<file path="src/common/pfclps_pkg.sv">
package pfclps_pkg;
  localparam int unsigned CLK_HZ = 25000000;
  // durations in their own units
  localparam int unsigned BROWNOUT_DEBOUNCE_US = 26000;
  localparam int unsigned EXT_BROWNOUT_DEBOUNCE_US = 64000;
  localparam int unsigned STARTUP_TIMER_US = 100000;
  localparam int unsigned DROPOUT_US = 37000;
  localparam int unsigned SOFT_SHUTDOWN_US = 1000;
  localparam int unsigned SAFE_AREA_OFF_NS = 1000;
  localparam int unsigned SAFE_AREA_ON_BOUND_NS = 400;
  // derived cycle counts
  localparam int unsigned BROWNOUT_CYC = BROWNOUT_DEBOUNCE_US * (CLK_HZ / 1000000);
  localparam int unsigned EXT_BROWNOUT_CYC = EXT_BROWNOUT_DEBOUNCE_US * (CLK_HZ / 1000000);
  localparam int unsigned STARTUP_CYC = STARTUP_TIMER_US * (CLK_HZ / 1000000);
  localparam int unsigned DROPOUT_CYC = DROPOUT_US * (CLK_HZ / 1000000);
  localparam int unsigned SOFT_SHUTDOWN_CYC = SOFT_SHUTDOWN_US * (CLK_HZ / 1000000);
  localparam int unsigned SAFE_AREA_OFF_CYC = (SAFE_AREA_OFF_NS * (CLK_HZ / 1000000) + 999) / 1000;
  localparam int unsigned SAFE_AREA_ON_CYC = (SAFE_AREA_ON_BOUND_NS * (CLK_HZ / 1000000) + 999) / 1000;
  localparam int unsigned LOW_LINE_HALF_CYCLES = 3;
  localparam int unsigned ERR_W = 10;
  localparam logic [9:0] ERR_FULL = 10'h3ff;
  localparam logic [9:0] ERR_HALF = 10'h200;
  // power levels, percent
  typedef enum logic [1:0] {
    PFCLPS_PWR_100 = 2'h0,
    PFCLPS_PWR_90 = 2'h1,
    PFCLPS_PWR_80 = 2'h2,
    PFCLPS_PWR_70 = 2'h3
  } pfclps_pwr_e;
  typedef enum logic [5:0] {
    PFCLPS_ST_LOCKOUT = 6'h01,
    PFCLPS_ST_CHECKS = 6'h02,
    PFCLPS_ST_WAIT_BI = 6'h04,
    PFCLPS_ST_RUN = 6'h08,
    PFCLPS_ST_WAIT_ZC = 6'h10,
    PFCLPS_ST_SOFTOFF = 6'h20
  } pfclps_state_e;
endpackage

</file>
<file path="src/common/pfclps_sync_if.sv">
`timescale 1ns/1ps
`default_nettype none
interface pfclps_sync_if #(parameter int unsigned W = 16);
  logic [W-1:0] raw;
  logic [W-1:0] synced;
  modport sync (input raw, output synced);
  modport user (output raw, input synced);
endinterface
`default_nettype wire

</file>
<file path="src/rtl/pfclps_supervisor.sv">
`timescale 1ns/1ps
`default_nettype none
// Behaviour
// - power-select range code maps to 100, 90, 80 or 70 percent power.
// - switching starts only above brown-in and below the upper input peak limit.
// - turn off when line stays below undervoltage threshold beyond debounce.
// - normal debounce outlasts one missing half-cycle at 47 to 63 Hz.
// - after brown-out, ramp error voltage linearly to zero over 1 ms.
// - soft shutdown starts at the next line zero crossing.
// - after brown-out, rerun all start-up checks before brown-in again.
// - after start-up timer, use lowered threshold and extended debounce.
// - line back above lowered threshold restarts start-up timer, else shut down.
// - after timer, above lowered threshold restores normal threshold and debounce.
// - square-wave line detected uses the further reduced threshold.
// - bias parts start above upper lockout, run until below lower lockout.
// - self-biased parts take lockout from the driver-supply comparator.
// - end on-time whenever switch current reaches the active limit.
// - low-line limit after 3 low half-cycle peaks; high-line after one high.
// - line drop-out beyond 37 ms reverts to low-line set-points.
// - instantaneous level above high-line threshold sets high-line at once.
// - current limit reached before on-time bound enters safe-area mode.
// - safe-area mode forces fixed off-time and lowers error voltage by half of full scale.
// - overvoltage stops switching at once; resume after hysteresis drop.
// - power-up checks, then brown-in, latch power select, then switch.
module pfclps_supervisor
  import pfclps_pkg::*;
#(
  parameter bit SELF_BIASED = 1'b1,
  parameter int unsigned BROWNOUT_CYCLES = pfclps_pkg::BROWNOUT_CYC,
  parameter int unsigned EXT_BROWNOUT_CYCLES = pfclps_pkg::EXT_BROWNOUT_CYC,
  parameter int unsigned STARTUP_CYCLES = pfclps_pkg::STARTUP_CYC,
  parameter int unsigned DROPOUT_CYCLES = pfclps_pkg::DROPOUT_CYC,
  parameter int unsigned SOFTOFF_CYCLES = pfclps_pkg::SOFT_SHUTDOWN_CYC,
  parameter int unsigned SOA_OFF_CYCLES = pfclps_pkg::SAFE_AREA_OFF_CYC,
  parameter int unsigned SOA_ON_CYCLES = pfclps_pkg::SAFE_AREA_ON_CYC
) (
  // clock and reset
  input wire logic clk_in,
  input wire logic rst_in,
  // supply comparators
  input wire logic bias_above_upper_in,
  input wire logic bias_above_lower_in,
  input wire logic driver_supply_ok_in,
  // start-up checks
  input wire logic pin_checks_ok_in,
  input wire logic feedback_valid_in,
  input wire logic over_temp_in,
  // line monitor comparators
  input wire logic line_above_brown_in_in,
  input wire logic line_above_undervoltage_in,
  input wire logic line_above_lowered_in,
  input wire logic line_above_squarewave_in,
  input wire logic line_peak_over_limit_in,
  input wire logic line_square_wave_in,
  input wire logic line_zero_cross_in,
  input wire logic line_above_high_in,
  input wire logic half_cycle_peak_in,
  input wire logic peak_below_low_in,
  input wire logic peak_above_high_in,
  // power select range code: 0 open .. 3 short
  input wire logic [1:0] power_select_input_in,
  // switching cycle
  input wire logic switch_on_in,
  input wire logic switch_current_limit_in,
  input wire logic feedback_overvoltage_in,
  input wire logic feedback_below_hyst_in,
  // outputs
  output logic switch_enable_out,
  output logic end_on_time_out,
  output pfclps_pkg::pfclps_pwr_e power_level_out,
  output logic high_line_out,
  output logic [pfclps_pkg::ERR_W-1:0] error_voltage_limit_out,
  output logic safe_area_active_out,
  output logic overvoltage_out
);
  import pfclps_pkg::*;

  localparam int unsigned NSYNC = 19;
  localparam int unsigned TW = 32;

  initial
  begin
    if (BROWNOUT_CYCLES < 1 || EXT_BROWNOUT_CYCLES < 1 || STARTUP_CYCLES < 1
        || SOFTOFF_CYCLES < 1 || SOA_OFF_CYCLES < 1 || DROPOUT_CYCLES < 1)
      $error("pfclps_supervisor: counts must be at least one");
  end

  pfclps_sync_if #(.W(NSYNC)) sync_if ();

  assign sync_if.raw = {bias_above_upper_in, bias_above_lower_in, driver_supply_ok_in,
    pin_checks_ok_in, feedback_valid_in, over_temp_in, line_above_brown_in_in,
    line_above_undervoltage_in, line_above_lowered_in, line_above_squarewave_in,
    line_peak_over_limit_in, line_square_wave_in, line_zero_cross_in,
    line_above_high_in, half_cycle_peak_in, peak_below_low_in, peak_above_high_in,
    feedback_overvoltage_in, feedback_below_hyst_in};

  pfclps_sync #(.W(NSYNC)) u_sync (
    .clk_in(clk_in),
    .rst_in(rst_in),
    .port_if(sync_if)
  );

  logic s_bias_up;
  logic s_bias_lo;
  logic s_drv;
  logic s_pins;
  logic s_fb;
  logic s_ot;
  logic s_bi;
  logic s_uv;
  logic s_low;
  logic s_sq_th;
  logic s_over;
  logic s_sq;
  logic s_zc;
  logic s_hi;
  logic s_pk;
  logic s_pk_lo;
  logic s_pk_hi;
  logic s_ov;
  logic s_ov_clr;
  assign {s_bias_up, s_bias_lo, s_drv, s_pins, s_fb, s_ot, s_bi, s_uv, s_low, s_sq_th,
    s_over, s_sq, s_zc, s_hi, s_pk, s_pk_lo, s_pk_hi, s_ov, s_ov_clr} = sync_if.synced;

  function automatic logic [TW-1:0] dec_sat(input logic [TW-1:0] v);
    dec_sat = (v == '0) ? '0 : v - 32'h1;
  endfunction

  // sequencer state
  pfclps_state_e state_q, state_d;
  logic [TW-1:0] bo_cnt_q, bo_cnt_d;
  logic [TW-1:0] su_cnt_q, su_cnt_d;
  logic [TW-1:0] so_cnt_q, so_cnt_d;
  logic ntc_mode_q, ntc_mode_d;
  logic su_done_q, su_done_d;
  logic pwr_lock_q, pwr_lock_d;
  logic [9:0] err_q, err_d;
  pfclps_pwr_e pwr_q, pwr_d;
  logic sup_ok;
  logic line_ok;
  logic bo_expired;

  always_comb
  begin
    sup_ok = SELF_BIASED ? s_drv : ((state_q == PFCLPS_ST_LOCKOUT) ? s_bias_up : s_bias_lo);
    if (s_sq)
      line_ok = s_sq_th;
    else if (ntc_mode_q)
      line_ok = s_low;
    else
      line_ok = s_uv;
    bo_expired = (bo_cnt_q == 32'h1);
    state_d = state_q;
    bo_cnt_d = bo_cnt_q;
    su_cnt_d = dec_sat(su_cnt_q);
    so_cnt_d = so_cnt_q;
    ntc_mode_d = ntc_mode_q;
    su_done_d = su_done_q;
    pwr_lock_d = pwr_lock_q;
    pwr_d = pwr_q;
    err_d = err_q;
    case (state_q)
      PFCLPS_ST_LOCKOUT:
      begin
        err_d = '0;
        if (sup_ok)
          state_d = PFCLPS_ST_CHECKS;
      end
      PFCLPS_ST_CHECKS:
      begin
        if (s_pins && s_fb && !s_ot)
          state_d = PFCLPS_ST_WAIT_BI;
      end
      PFCLPS_ST_WAIT_BI:
      begin
        if (s_bi && !s_over)
        begin
          state_d = PFCLPS_ST_RUN;
          pwr_d = pfclps_pwr_e'(power_select_input_in);
          pwr_lock_d = 1'b1;
          su_cnt_d = STARTUP_CYCLES[TW-1:0];
          su_done_d = 1'b0;
          ntc_mode_d = 1'b0;
          bo_cnt_d = '0;
          err_d = ERR_FULL;
        end
      end
      PFCLPS_ST_RUN:
      begin
        if (!su_done_q && su_cnt_q == 32'h1)
        begin
          su_done_d = 1'b1;
          ntc_mode_d = 1'b1;
        end
        if (line_ok)
        begin
          if (ntc_mode_q && bo_cnt_q != '0)
            su_cnt_d = STARTUP_CYCLES[TW-1:0];
          if (su_done_q && ntc_mode_q && s_low && !s_sq)
            ntc_mode_d = 1'b0;
          bo_cnt_d = '0;
        end
        else if (bo_cnt_q == '0)
          bo_cnt_d = ntc_mode_q ? EXT_BROWNOUT_CYCLES[TW-1:0] : BROWNOUT_CYCLES[TW-1:0];
        else
          bo_cnt_d = dec_sat(bo_cnt_q);
        if (bo_expired && !line_ok)
          state_d = PFCLPS_ST_WAIT_ZC;
        if (!sup_ok)
          state_d = PFCLPS_ST_LOCKOUT;
      end
      PFCLPS_ST_WAIT_ZC:
      begin
        if (s_zc)
        begin
          state_d = PFCLPS_ST_SOFTOFF;
          so_cnt_d = SOFTOFF_CYCLES[TW-1:0];
        end
      end
      PFCLPS_ST_SOFTOFF:
      begin
        so_cnt_d = dec_sat(so_cnt_q);
        err_d = 10'((so_cnt_q * 32'(ERR_FULL)) / SOFTOFF_CYCLES);
        if (so_cnt_q <= 32'h1)
        begin
          state_d = PFCLPS_ST_LOCKOUT;
          err_d = '0;
          pwr_lock_d = 1'b0;
        end
      end
      default:
      begin
        state_d = PFCLPS_ST_LOCKOUT;
      end
    endcase
  end

  always_ff @(posedge clk_in)
  begin
    if (rst_in)
    begin
      state_q <= PFCLPS_ST_LOCKOUT;
      bo_cnt_q <= '0;
      su_cnt_q <= '0;
      so_cnt_q <= '0;
      ntc_mode_q <= 1'b0;
      su_done_q <= 1'b0;
      pwr_lock_q <= 1'b0;
      pwr_q <= PFCLPS_PWR_100;
      err_q <= '0;
    end
    else
    begin
      state_q <= state_d;
      bo_cnt_q <= bo_cnt_d;
      su_cnt_q <= su_cnt_d;
      so_cnt_q <= so_cnt_d;
      ntc_mode_q <= ntc_mode_d;
      su_done_q <= su_done_d;
      pwr_lock_q <= pwr_lock_d;
      pwr_q <= pwr_d;
      err_q <= err_d;
    end
  end

  // line-dependent current limit selection
  logic hl_q, hl_d;
  logic [1:0] lo_cnt_q, lo_cnt_d;
  logic [TW-1:0] do_cnt_q, do_cnt_d;
  logic pk_prev_q, pk_prev_d;

  always_comb
  begin
    hl_d = hl_q;
    lo_cnt_d = lo_cnt_q;
    pk_prev_d = s_pk;
    do_cnt_d = s_uv ? '0 : ((do_cnt_q == DROPOUT_CYCLES[TW-1:0]) ? do_cnt_q : do_cnt_q + 32'h1);
    if (s_pk && !pk_prev_q)
    begin
      if (s_pk_hi)
      begin
        hl_d = 1'b1;
        lo_cnt_d = '0;
      end
      else if (s_pk_lo)
      begin
        if (lo_cnt_q == 2'(LOW_LINE_HALF_CYCLES - 1))
        begin
          hl_d = 1'b0;
          lo_cnt_d = '0;
        end
        else
          lo_cnt_d = lo_cnt_q + 2'h1;
      end
      else
        lo_cnt_d = '0;
    end
    if (do_cnt_q == DROPOUT_CYCLES[TW-1:0])
    begin
      hl_d = 1'b0;
      lo_cnt_d = '0;
    end
    if (s_hi)
      hl_d = 1'b1;
  end

  always_ff @(posedge clk_in)
  begin
    if (rst_in)
    begin
      hl_q <= 1'b0;
      lo_cnt_q <= '0;
      do_cnt_q <= '0;
      pk_prev_q <= 1'b0;
    end
    else
    begin
      hl_q <= hl_d;
      lo_cnt_q <= lo_cnt_d;
      do_cnt_q <= do_cnt_d;
      pk_prev_q <= pk_prev_d;
    end
  end

  // safe-area and overvoltage
  logic [TW-1:0] on_cnt_q, on_cnt_d;
  logic [TW-1:0] soa_cnt_q, soa_cnt_d;
  logic ov_q, ov_d;

  always_comb
  begin
    on_cnt_d = switch_on_in ? ((on_cnt_q == 32'hffffffff) ? on_cnt_q : on_cnt_q + 32'h1) : '0;
    soa_cnt_d = dec_sat(soa_cnt_q);
    if (switch_on_in && switch_current_limit_in && on_cnt_q < SOA_ON_CYCLES[TW-1:0])
      soa_cnt_d = SOA_OFF_CYCLES[TW-1:0];
    ov_d = ov_q;
    if (s_ov)
      ov_d = 1'b1;
    else if (s_ov_clr)
      ov_d = 1'b0;
  end

  always_ff @(posedge clk_in)
  begin
    if (rst_in)
    begin
      on_cnt_q <= '0;
      soa_cnt_q <= '0;
      ov_q <= 1'b0;
    end
    else
    begin
      on_cnt_q <= on_cnt_d;
      soa_cnt_q <= soa_cnt_d;
      ov_q <= ov_d;
    end
  end

  logic run_ok;
  assign run_ok = (state_q == PFCLPS_ST_RUN) || (state_q == PFCLPS_ST_WAIT_ZC)
    || (state_q == PFCLPS_ST_SOFTOFF);
  assign switch_enable_out = run_ok && pwr_lock_q && !ov_q && !s_ov && (soa_cnt_q == '0);
  assign end_on_time_out = switch_current_limit_in;
  assign power_level_out = pwr_q;
  assign high_line_out = hl_q;
  assign error_voltage_limit_out = (soa_cnt_q != '0 && err_q > ERR_HALF)
    ? 10'(err_q - ERR_HALF) : ((soa_cnt_q != '0) ? '0 : err_q);
  assign safe_area_active_out = (soa_cnt_q != '0);
  assign overvoltage_out = ov_q;
endmodule
`default_nettype wire

</file>
<file path="src/rtl/pfclps_sync.sv">
`timescale 1ns/1ps
`default_nettype none
// two-stage synchroniser for the comparator inputs
module pfclps_sync #(
  parameter int unsigned W = 16
) (
  input wire logic clk_in,
  input wire logic rst_in,
  pfclps_sync_if.sync port_if
);
  logic [W-1:0] meta_q;
  logic [W-1:0] meta_d;
  logic [W-1:0] sync_q;
  logic [W-1:0] sync_d;

  always_comb
  begin
    meta_d = port_if.raw;
    sync_d = meta_q;
  end

  always_ff @(posedge clk_in)
  begin
    if (rst_in)
    begin
      meta_q <= '0;
      sync_q <= '0;
    end
    else
    begin
      meta_q <= meta_d;
      sync_q <= sync_d;
    end
  end

  assign port_if.synced = sync_q;
endmodule
`default_nettype wire

</file>
<file path="config.mk">
export PLATFORM = sky130hd
export DESIGN_NAME = pfclps_supervisor
export DESIGN_NICKNAME = d
export VERILOG_FILES = /design/src/common/pfclps_pkg.sv /design/src/common/pfclps_sync_if.sv /design/src/rtl/pfclps_supervisor.sv /design/src/rtl/pfclps_sync.sv
export SDC_FILE = /design/constraint.sdc
export NUM_CORES = 1
export LEC_CHECK = 0
export BUFFER_PORTS_ARGS = -buffer_cell sky130_fd_sc_hd__buf_2
export CAP_MARGIN = 20
export CORE_ASPECT_RATIO = 2
export CORE_MARGIN = 2
export CORE_UTILIZATION = 49
export DETAILED_ROUTE_END_ITERATION = 10
export HOLD_SLACK_MARGIN = 0.05
export PLACE_DENSITY = 0.66
export SETUP_SLACK_MARGIN = 0.3
export SLEW_MARGIN = 20
export SYNTH_ARGS = -nofsm -noshare
export SYNTH_HDL_FRONTEND = slang
export SYNTH_SLANG_ARGS = --single-unit
</file>
<file path="constraint.sdc">
create_clock -name clk_in -period 22.2 [get_ports clk_in]
set_clock_uncertainty 0.05 [all_clocks]
set_input_delay 5.55 -clock clk_in [delete_from_list [all_inputs] [get_ports clk_in]]
set_output_delay 5.55 -clock clk_in [all_outputs]
set_load 0.05 [all_outputs]
</file>
==> run metrics, run 1 <==
status=completed; Yosys cell types=roughly 140; Clk Latency, worst-skew pair=around 520 ps; top cell type's share of synthesized area=0.186; first-pass GRT wire length=roughly 120000 µm; Reg2Reg Setup Slack=1210 ps; count of final setup violators=0; Fill cells=5212; Worst Path Arrival=approximately 21000 ps; Vias=around 26000; TNS Setup=0 ps; slowest stage cell, crit path=fa_1; # diodes=0; drt pass-1 iters=7; Core Rows=approximately 120; Vert. Die Dim=roughly 340 µm; cts bufs inserted=20; startpoint types=flop; initial antenna violation count=0; Total Wirelength=74800 µm; Hold Slack=around 380 ps; slowest stage delay, CP=580 ps; ys flop type=dfxtp_1; fmax=about 48 MHz; Slew Limit Fails=0; overflow left after global routing=0; crit path to=err_q[0]; most frequent CP cell=buf_4; CTS tree=yes; wire length per cell=about 17 µm; Die X=170 µm; post-synth net total=between 3000 and 4000; htree depth=1; P_sw=around 0.52 mW; slew margin rel.=0.317; Worst-path clk slew=80 ps; critical path type=reg -> reg; Antenna Nets Post-Route=0; share of cells above drive strength 1=0.156; GR Util All Layers=0.259; Warnings, synthesis=0; Residual DRC=0; ranking of synthesized cells by area=dfxtp_1 (19%), fa_1 (11%), nor2_1 (5.4%), xnor2_1 (5.4%), ha_1 (4.1%); worst endpoint required time=between 20000 and 25000 ps; #FFs+latches synth=roughly 250; Seq pwr share=0.402; Longest Clk Path Bufs=3; FF-to-FF End=err_q[0]; Comb power frac=0.333; number of global-route vias before repair=between 20000 and 30000; Crit. Startpoint=so_cnt_q[5]; boundary pin count=42; clock period minus worst slack=between 20000 and 25000 ps; Max-Cap Viols=0; reg-to-reg startpoint=so_cnt_q[5]; Pint=between 0.9 and 1 mW; Nets=a little under 4000; critical-path maximum fanout=11; switch share=0.361; Synth-to-Final Area Change=14.6%; Util after Layout=0.564; period utilisation layout=0.945; largest net degree at the start of global routing=64; syn_area_per_cell=between 7 and 8 µm²; Reg2Reg Depth=between 80 and 90; Clock power frac=0.265; RePlAce Congestion=around 0.94; vias per cell=5.88; starting DRC count in detailed routing=between 1000 and 1500; Root Driver=clkbuf_16; hold buffer count at CTS=0; die area=between 50000 and 60000 µm²; Async SR Flop Fraction=0; Starting Density=0.492; Slew @ Worst Pin=slightly above 1000 ps; DPL Wire Length=between 60000 and 70000 µm; Port Buffers=39; Pleak=12.8 nW; clock sinks=252; Mapped Cells=~3400; post-route insts no fill=4408; Post-Synthesis Cell Area=about 27000 µm²; cell taking the most area after synthesis=dfxtp_1; Post-synth EDFFs=0; HP Class=reg -> reg; peak supply drop=102 µV; Hold Fails Final Rpt=0; core area=55100 µm²; Pwr Density=between 40 and 50 nW/µm²; unrepaired setup endpoints after global routing=no; CP Capture Type=flop; placed cells=approximately 4400; power consumption=1.45 mW; sequential-to-total area share from yosys stat=0.186
==> placed cells by master, fill, tap and decap left out, types with 46 or more instances in the layout <==
cell type and count:
nor2_1 385, inv_1 264, nand2_1 263, buf_4 254, dfxtp_1 248, a21oi_1 208
o21ai_0 176, xnor2_1 165, fa_1 145, nand3_1 109, nor3_1 92, ha_1 89
xor2_1 78, nor2b_1 52, nor4_1 46
==> routing by layer <==
layer,track usage,part of all wire
met1,0.244,0.35
met2,0.537,0.57
met3,0.0129,0.019
met4,0.145,0.059
met5,0,0
==> metrics by stage <==
step	cell area [µm²]	worst slack [ps]
final	31100	1210
after global routing	31100	172
after global placement	29600	38.8
after floorplan	27100	2250
after CTS	30300	413
after detailed placement	29600	67.6
==> flip-flops by register name (all words and copies together), names as in the netlist, 2 cells and up <==
register               flops
so_cnt_q                  32
u_sync.meta_q             17
do_cnt_q                  32
err_q                     10
state_q                    6
power_level_out            2
on_cnt_q                  32
bo_cnt_q                  32
soa_cnt_q                 32
su_cnt_q                  32
u_sync.port_if.synced     17
lo_cnt_q                   2
==> timing repair <==
item,in CTS,in global routing
pin swaps,0,16
endpoints found under the setup margin,2,2
cloned,0,1
buffers inserted,0,21
endpoints found under the hold margin,0,0
gates resized for setup,3,108
==> final cells by class <==
class | count | area, µm² | share of cell area
inverters | 267 | 1000 | 0.0322
multi-input cells | 2809 | 21100 | 0.680
clock inverters | 8 | 101 | 0.00326
flip-flops and latches | 252 | 5050 | 0.162
clock buffers | 28 | 602 | 0.0194
repair buffers | 300 | 2260 | 0.0726
well taps | 744 | 931 | 0.0300
==> worst min path at each step <==
stage	startpoint	endpoint	slack, ps	cells past startpoint
after CTS	u_sync.meta_q[9]	u_sync.port_if.synced[9]	390	1
final	u_sync.meta_q[9]	u_sync.port_if.synced[9]	380	1
after global routing	u_sync.meta_q[9]	u_sync.port_if.synced[9]	400	1
after detailed placement	u_sync.meta_q[9]	u_sync.port_if.synced[9]	370	1
after floorplan	u_sync.meta_q[0]	u_sync.port_if.synced[0]	360	1
after global placement	u_sync.meta_q[2]	u_sync.port_if.synced[2]	370	1
==> power groups by stage <==
stage	logic (mW)	clock network, mW	registers, mW
after floorplan	0.393	0	0.580
after global placement	0.478	0	0.591
after detailed placement	0.482	0	0.593
after CTS	0.487	0.395	0.583
after global routing	0.547	0.411	0.596
final	0.483	0.386	0.584
==> synth_stat cells (20+ instances only) <==
library cell and n:
nor2_1 391, inv_1 267, nand2_1 263, dfxtp_1 252, a21oi_1 209, o21ai_0 179
xnor2_1 167, fa_1 147, nand3_1 109, nor3_1 97, ha_1 89, xor2_1 79
clkbuf_1 69, nor2b_1 52, nor4_1 50, a211oi_1 47, mux2i_1 45, nand4_1 44
or3_1 44, and3_1 42, and2_1 40, nand2b_1 39, a21o_1 37, o21a_1 34
o21ai_1 32, o211ai_1 30, a31oi_1 29, buf_2 29, or2_2 28, or4_1 26
o31ai_1 21, a211o_1 20, o22ai_1 20
==> critical path: cells and delay by family, from the launching register on <==
kind	cells	cell delay (ps)
AOI/OAI and AO/OA	42	10070
adders and majority gates	7	3290
and+or+nand+nor	12	2910
buffers and inverters	16	2440
muxes	4	1410
DFF	1	480
xor gates and xnor gates	1	190
==> logic make-up after synthesis <==
family	count (synthesis)	synth area share
compound gates	932	0.250
xor+xnor	255	0.0859
fa+ha+maj	247	0.154
buf+inv	382	0.0567
flops	252	0.186
mux	65	0.0259
simple gates	1309	0.242
Power figures use the tool's default switching activity.
==> run 2: changes to the inputs <==
PLACE_DENSITY = not set   (was 0.66)
PLACE_DENSITY_LB_ADDON = 0.05   (was not set)
==> run 2 against run 1 <==
  * Critical path type unchanged
  * Via count increased by 1.1%
  * Critical path depth shrank 2
  * Core utilization decreased by 0.29 points
==> run metrics, run 2 (synthesized netlist as in run 1, its figures left out) <==
count of final setup violators=0 (unchanged); critical path type=reg -> reg (unchanged); number of global-route vias before repair=26400 (was 26200); WL met3=1740 µm (was 1430 µm); initial antenna violation count=0 (unchanged); Starting Density=0.492 (unchanged); Vert. Die Dim=337 µm (unchanged); Root Driver=clkbuf_16 (unchanged); Hold Fails Final Rpt=0 (unchanged); Worst-path clk slew=80 ps (about the same); Slew Limit Fails=0 (unchanged); Slew @ Worst Pin=1030 ps (was 1020 ps); CP Capture Type=flop (unchanged); Port Buffers=39 (unchanged); slowest stage delay, CP=650 ps (was 580 ps); vias per cell=5.96 (was 5.88); most frequent cells in the layout=nor2_1 (386), inv_1 (264), nand2_1 (263) (was nor2_1 (385), inv_1 (264), nand2_1 (263)); power consumption=1.44 mW (was 1.45 mW); clock sinks=252 (unchanged); unrepaired setup endpoints after global routing=no (unchanged); final setup margin=1020 ps (was 1210 ps); # diodes=0 (unchanged); Reg2Reg Setup Slack=1020 ps (was 1210 ps); startpoint types=flop (unchanged); Die X=170 µm (unchanged); Total Wirelength=81000 µm (was 74800 µm); Residual DRC=0 (unchanged); most frequent CP cell=buf_4 (unchanged); placed cells=4335 (was 4350); Pleak=12.7 nW (was 12.8 nW); slowest stage cell, crit path=fa_2 (was fa_1); critical path's top delay family=compound AO/OA/AOI/OAI gates (unchanged); met2 wire length=47100 µm (was 42600 µm); critical-path maximum fanout=9 (was 11); period utilisation layout=0.954 (was 0.945); first-pass GRT wire length=128000 µm (was 123000 µm); GR Util All Layers=0.274 (was 0.259); Hold Slack=387 ps (was 384 ps); Nets=3901 (was 3911); Placed Area=29500 µm² (was 29600 µm²); fmax=47.2 MHz (was 47.6 MHz); status=completed (unchanged); starting DRC count in detailed routing=1300 (was 1065); drt pass-1 iters=5 (was 7); Placement Setup Slack=-53.8 ps (was 67.6 ps); largest net degree at the start of global routing=84 (was 64); wire length per cell=18.4 µm (was 17.0 µm); Max-Cap Viols=0 (unchanged); Worst Path Arrival=21560 ps (was 21370 ps); HP Class=reg -> reg (unchanged); post-route insts no fill=4395 (was 4408); worst endpoint required time=22580 ps (about the same); clock period minus worst slack=21180 ps (was 20990 ps); Antenna Nets Post-Route=0 (unchanged); Synth-to-Final Area Change=14.0% (was 14.6%); boundary pin count=42 (unchanged); FF/Latch Area=5050 µm² (about the same); Longest Clk Path Bufs=3 (unchanged); wl on met1=28000 µm (was 26300 µm); RePlAce Congestion=0.901 (was 0.942); htree depth=1 (unchanged); CTS tree=yes (unchanged); commonest non-fill, non-tap cell in the layout=nor2_1 (unchanged); core area=55100 µm² (unchanged); Max Used Layer=met4 (unchanged); DPL Wire Length=65600 µm (was 60200 µm); Vias=26200 (was 25900); cts bufs inserted=19 (was 20); Core Rows=122 (unchanged); share of cells above drive strength 1=0.159 (was 0.156); slew margin rel.=0.308 (was 0.317); design area=30900 µm² (was 31100 µm²); die area=57400 µm² (unchanged); Crit path buffers/inverters=14 (was 16); overflow left after global routing=0 (unchanged); Clk Latency, worst-skew pair=520 ps (about the same); peak supply drop=95.1 µV (was 102 µV); Fill cells=5274 (was 5212); Pwr Density=46.5 nW/µm² (was 46.7 nW/µm²); area of the multi-input gates=21100 µm² (about the same)
run 2: cell types whose count changed in the layout (fill, tap and decap cells not counted), sizes merged:
cell and change:
buf -8, clkbuf -2, clkinv -2, clkinvlp -1, inv +1, o211a -1
run 2: per-layer routing:
layer,vias to the layer above,track usage
met5,-,0
met4,0,0.137
met3,211,0.0137
met2,574,0.587
met1,12700,0.249
li1,12700,-
run 2: timing repair:
item                                    CTS  global route
endpoints found under the setup margin    2             2
gates resized for setup                   9           116
setup buffers                             0            28
pin swaps                                 0            18
hold buffers                              0             0
run 2: cell type report:
cell class	count	area share
flip-flops and latches	252	0.163
well taps	744	0.0301
clock inverters	6	0.00303
multi-input cells	2808	0.684
clock buffers	26	0.0172
inverters	267	0.0325
repair buffers	292	0.0698
run 2: final timing paths:
path,start,end,cells past startpoint
hold / removal,u_sync.meta_q[13],u_sync.port_if.synced[13],1
setup / recovery,so_cnt_q[9],err_q[0],80
hold reg to reg,u_sync.meta_q[13],u_sync.port_if.synced[13],1
setup reg to reg,so_cnt_q[9],err_q[0],80
run 2: where the power goes:
group	switching, mW	internal, mW
Combinational	0.302	0.192
Sequential	0.0618	0.523
Clock	0.167	0.193
run 2: through the flow:
stage,setup TNS [ps],util
6_report,0,0.561
5_1_grt,0,0.561
4_1_cts,0,0.547
3_5_place_dp,-53.8,0.535
3_3_place_gp,0,0.535
2_1_floorplan,0,-
run 2: worst register-to-register path, delay by kind of cell, from the launching register on:
kind | cells | cell delay (ps)
compound gates | 41 | 9690
xor+xnor | 2 | 410
fa+ha+maj | 6 | 3060
buf+inv | 14 | 2160
flops | 1 | 440
mux | 4 | 1300
simple gates | 13 | 3930
==> run 3: changes to the inputs <==
SYNTH_HIERARCHICAL = 1   (was not set)
==> run 3 against run 2 <==
  * Synthesized cell count decreased by 1.0%
  * Die area decreased by 1.9%
  * Core utilization increased by 3.2 points
  * Area after synthesis shrank 1.9%
  * Critical path type unchanged
==> run metrics, run 3 <==
FF/Latch Area=5060 µm² (was 5050 µm²); hold wc startpoint=u_sync/meta_q[6] (was u_sync.meta_q[13]); critical path type=reg -> reg (unchanged); Hold Fails Final Rpt=0 (unchanged); count of final setup violators=0 (unchanged); GR Util All Layers=0.280 (was 0.274); Antenna Nets Post-Route=0 (unchanged); worst endpoint required time=22590 ps (was 22580 ps); Residual DRC=0 (unchanged); clock period minus worst slack=21230 ps (was 21180 ps); syn_area_per_cell=7.81 µm² (was 7.88 µm²); Post-Synthesis Cell Area=26600 µm² (was 27100 µm²); Clk Latency, worst-skew pair=540 ps (was 520 ps); wire length per cell=17.9 µm (was 18.4 µm); initial antenna violation count=0 (unchanged); reg-to-reg startpoint=so_cnt_q[7] (was so_cnt_q[9]); Hold Slack=378 ps (was 387 ps); commonest non-fill, non-tap cell in the layout=buf_4 (was nor2_1); Slew @ Worst Pin=1100 ps (was 1030 ps); power consumption=1.27 mW (was 1.44 mW); cts bufs inserted=20 (was 19); Worst Path Arrival=21630 ps (was 21560 ps); critical-path maximum fanout=9 (unchanged); Max-Cap Viols=0 (unchanged); Worst-path clk slew=80 ps (about the same); most frequent CP cell=buf_4 (unchanged); P_sw=0.434 mW (was 0.531 mW); Mapped Cells=3406 (was 3442); largest net degree at the start of global routing=66 (was 84); clock sinks=252 (unchanged); design area=31800 µm² (was 30900 µm²); slowest stage cell, crit path=fa_1 (was fa_2); area of the multi-input gates=20800 µm² (was 21100 µm²); most frequent cells in the layout=buf_4 (431), nor2_1 (378), nand2_1 (262) (was nor2_1 (386), inv_1 (264), nand2_1 (263)); Die X=169 µm (was 170 µm); status=completed (unchanged); CP Capture Type=flop (unchanged); TNS Setup=0 ps (unchanged); Pint=0.832 mW (was 0.908 mW); Vias=26700 (was 26200); slew margin rel.=0.265 (was 0.308); unrepaired setup endpoints after global routing=no (unchanged); Clock power frac=0.275 (was 0.251); Vert. Die Dim=333 µm (was 337 µm); DPL Wire Length=64800 µm (was 65600 µm); fmax=47.1 MHz (was 47.2 MHz); drt pass-1 iters=6 (was 5); Root Driver=clkbuf_16 (unchanged); Slew Limit Fails=0 (unchanged); overflow left after global routing=0 (unchanged); starting DRC count in detailed routing=1239 (was 1300); Pwr Density=39.9 nW/µm² (was 46.5 nW/µm²); Port Buffers=39 (unchanged); Total Wirelength=80100 µm (was 81000 µm); share of cells above drive strength 1=0.206 (was 0.159); HP Class=reg -> reg (unchanged); Warnings, synthesis=6 (was 0); Fill cells=5048 (was 5274); Nets=4053 (was 3901); Seq pwr share=0.450 (was 0.406); Placed Area=30100 µm² (was 29500 µm²); slowest stage delay, CP=580 ps (was 650 ps); switch share=0.343 (was 0.369); die area=56300 µm² (was 57400 µm²); hold buffer count at CTS=0 (unchanged); Comb power frac=0.276 (was 0.343); number of global-route vias before repair=27500 (was 26400); first-pass GRT wire length=131000 µm (was 128000 µm); vias per cell=5.97 (was 5.96); startpoint types=flop (unchanged); htree depth=1 (unchanged); boundary pin count=42 (unchanged); peak supply drop=105 µV (was 95.1 µV); RePlAce Congestion=0.923 (was 0.901); Starting Density=0.496 (was 0.492); core area=53600 µm² (was 55100 µm²); period utilisation layout=0.956 (was 0.954); CTS tree=yes (unchanged); Longest Clk Path Bufs=3 (unchanged); Core Rows=120 (was 122); Pleak=13.7 nW (was 12.7 nW); # diodes=0 (unchanged); post-synth net total=3667 (was 3703); Synth-to-Final Area Change=19.5% (was 14.0%); Crit. Startpoint=so_cnt_q[7] (was so_cnt_q[9])
[run 3: cell count changes in the layout (fill, tap and decap cells not counted), moves of 15 or more]
cell,delta
buf_4,+182
xor2_1,+18
nor2b_1,-18
nor2b_4,+18
or3_1,-15
o21ai_0,-29
a21oi_1,+22
a31oi_1,+18
[run 3: worst paths after layout]
path | to | slack (ps) | cells after the start
max | err_q[0] | 970 | 77
min | u_sync/port_if.synced[6] | 380 | 1
max reg2reg | err_q[0] | 970 | 77
min reg2reg | u_sync/port_if.synced[6] | 380 | 1
[run 3: cell type report]
class | count | share of cell area
clock inverter | 9 | 0.00244
sequential | 252 | 0.159
multi-input combinational | 2783 | 0.654
tap | 671 | 0.0264
inverter | 262 | 0.0312
clock buffer | 24 | 0.0169
timing repair buffer | 473 | 0.110
[run 3: stage by stage]
stage | setup slack, ps | std cells | utilization
5_1_grt | 224 | 4474 | 0.593
2_1_floorplan | 2110 | 3406 | -
6_report | 966 | 4474 | 0.593
4_1_cts | 314 | 4445 | 0.576
3_3_place_gp | 132 | 4408 | 0.562
3_5_place_dp | 19.2 | 4408 | 0.562
[run 3: worst max-delay path, delay by kind of cell, from the launching register on]
| family | cells | cell delay (ps) |
|---|---|---|
| buffers and inverters | 11 | 1710 |
| xor gates and xnor gates | 2 | 520 |
| and+or+nand+nor | 22 | 6310 |
| DFF | 1 | 410 |
| muxes | 2 | 670 |
| adders and majority gates | 6 | 2950 |
| AOI/OAI and AO/OA | 34 | 8470 |
[run 3: what timing repair did]
item	CTS	global route
hold endpoints to repair	0	0
pin swaps	5	34
setup buffers	4	28
setup endpoints to repair	2	3
resized for setup	19	158
[run 3: layer usage]
metal / up-vias / global-route usage / part of all wire
met5: - / 0 / 0
met4: 0 / 0.183 / 0.072
met3: 315 / 0.0216 / 0.026
met2: 619 / 0.574 / 0.57
met1: 12800 / 0.253 / 0.34
li1: 12900 / - / -
[run 3: power groups by stage]
stage	logic, mW	clock network [mW]	registers, mW
after global routing	0.396	0.375	0.578
after global placement	0.335	0	0.572
final	0.349	0.348	0.569
after floorplan	0.284	0	0.566
after detailed placement	0.348	0	0.579
after CTS	0.351	0.362	0.569
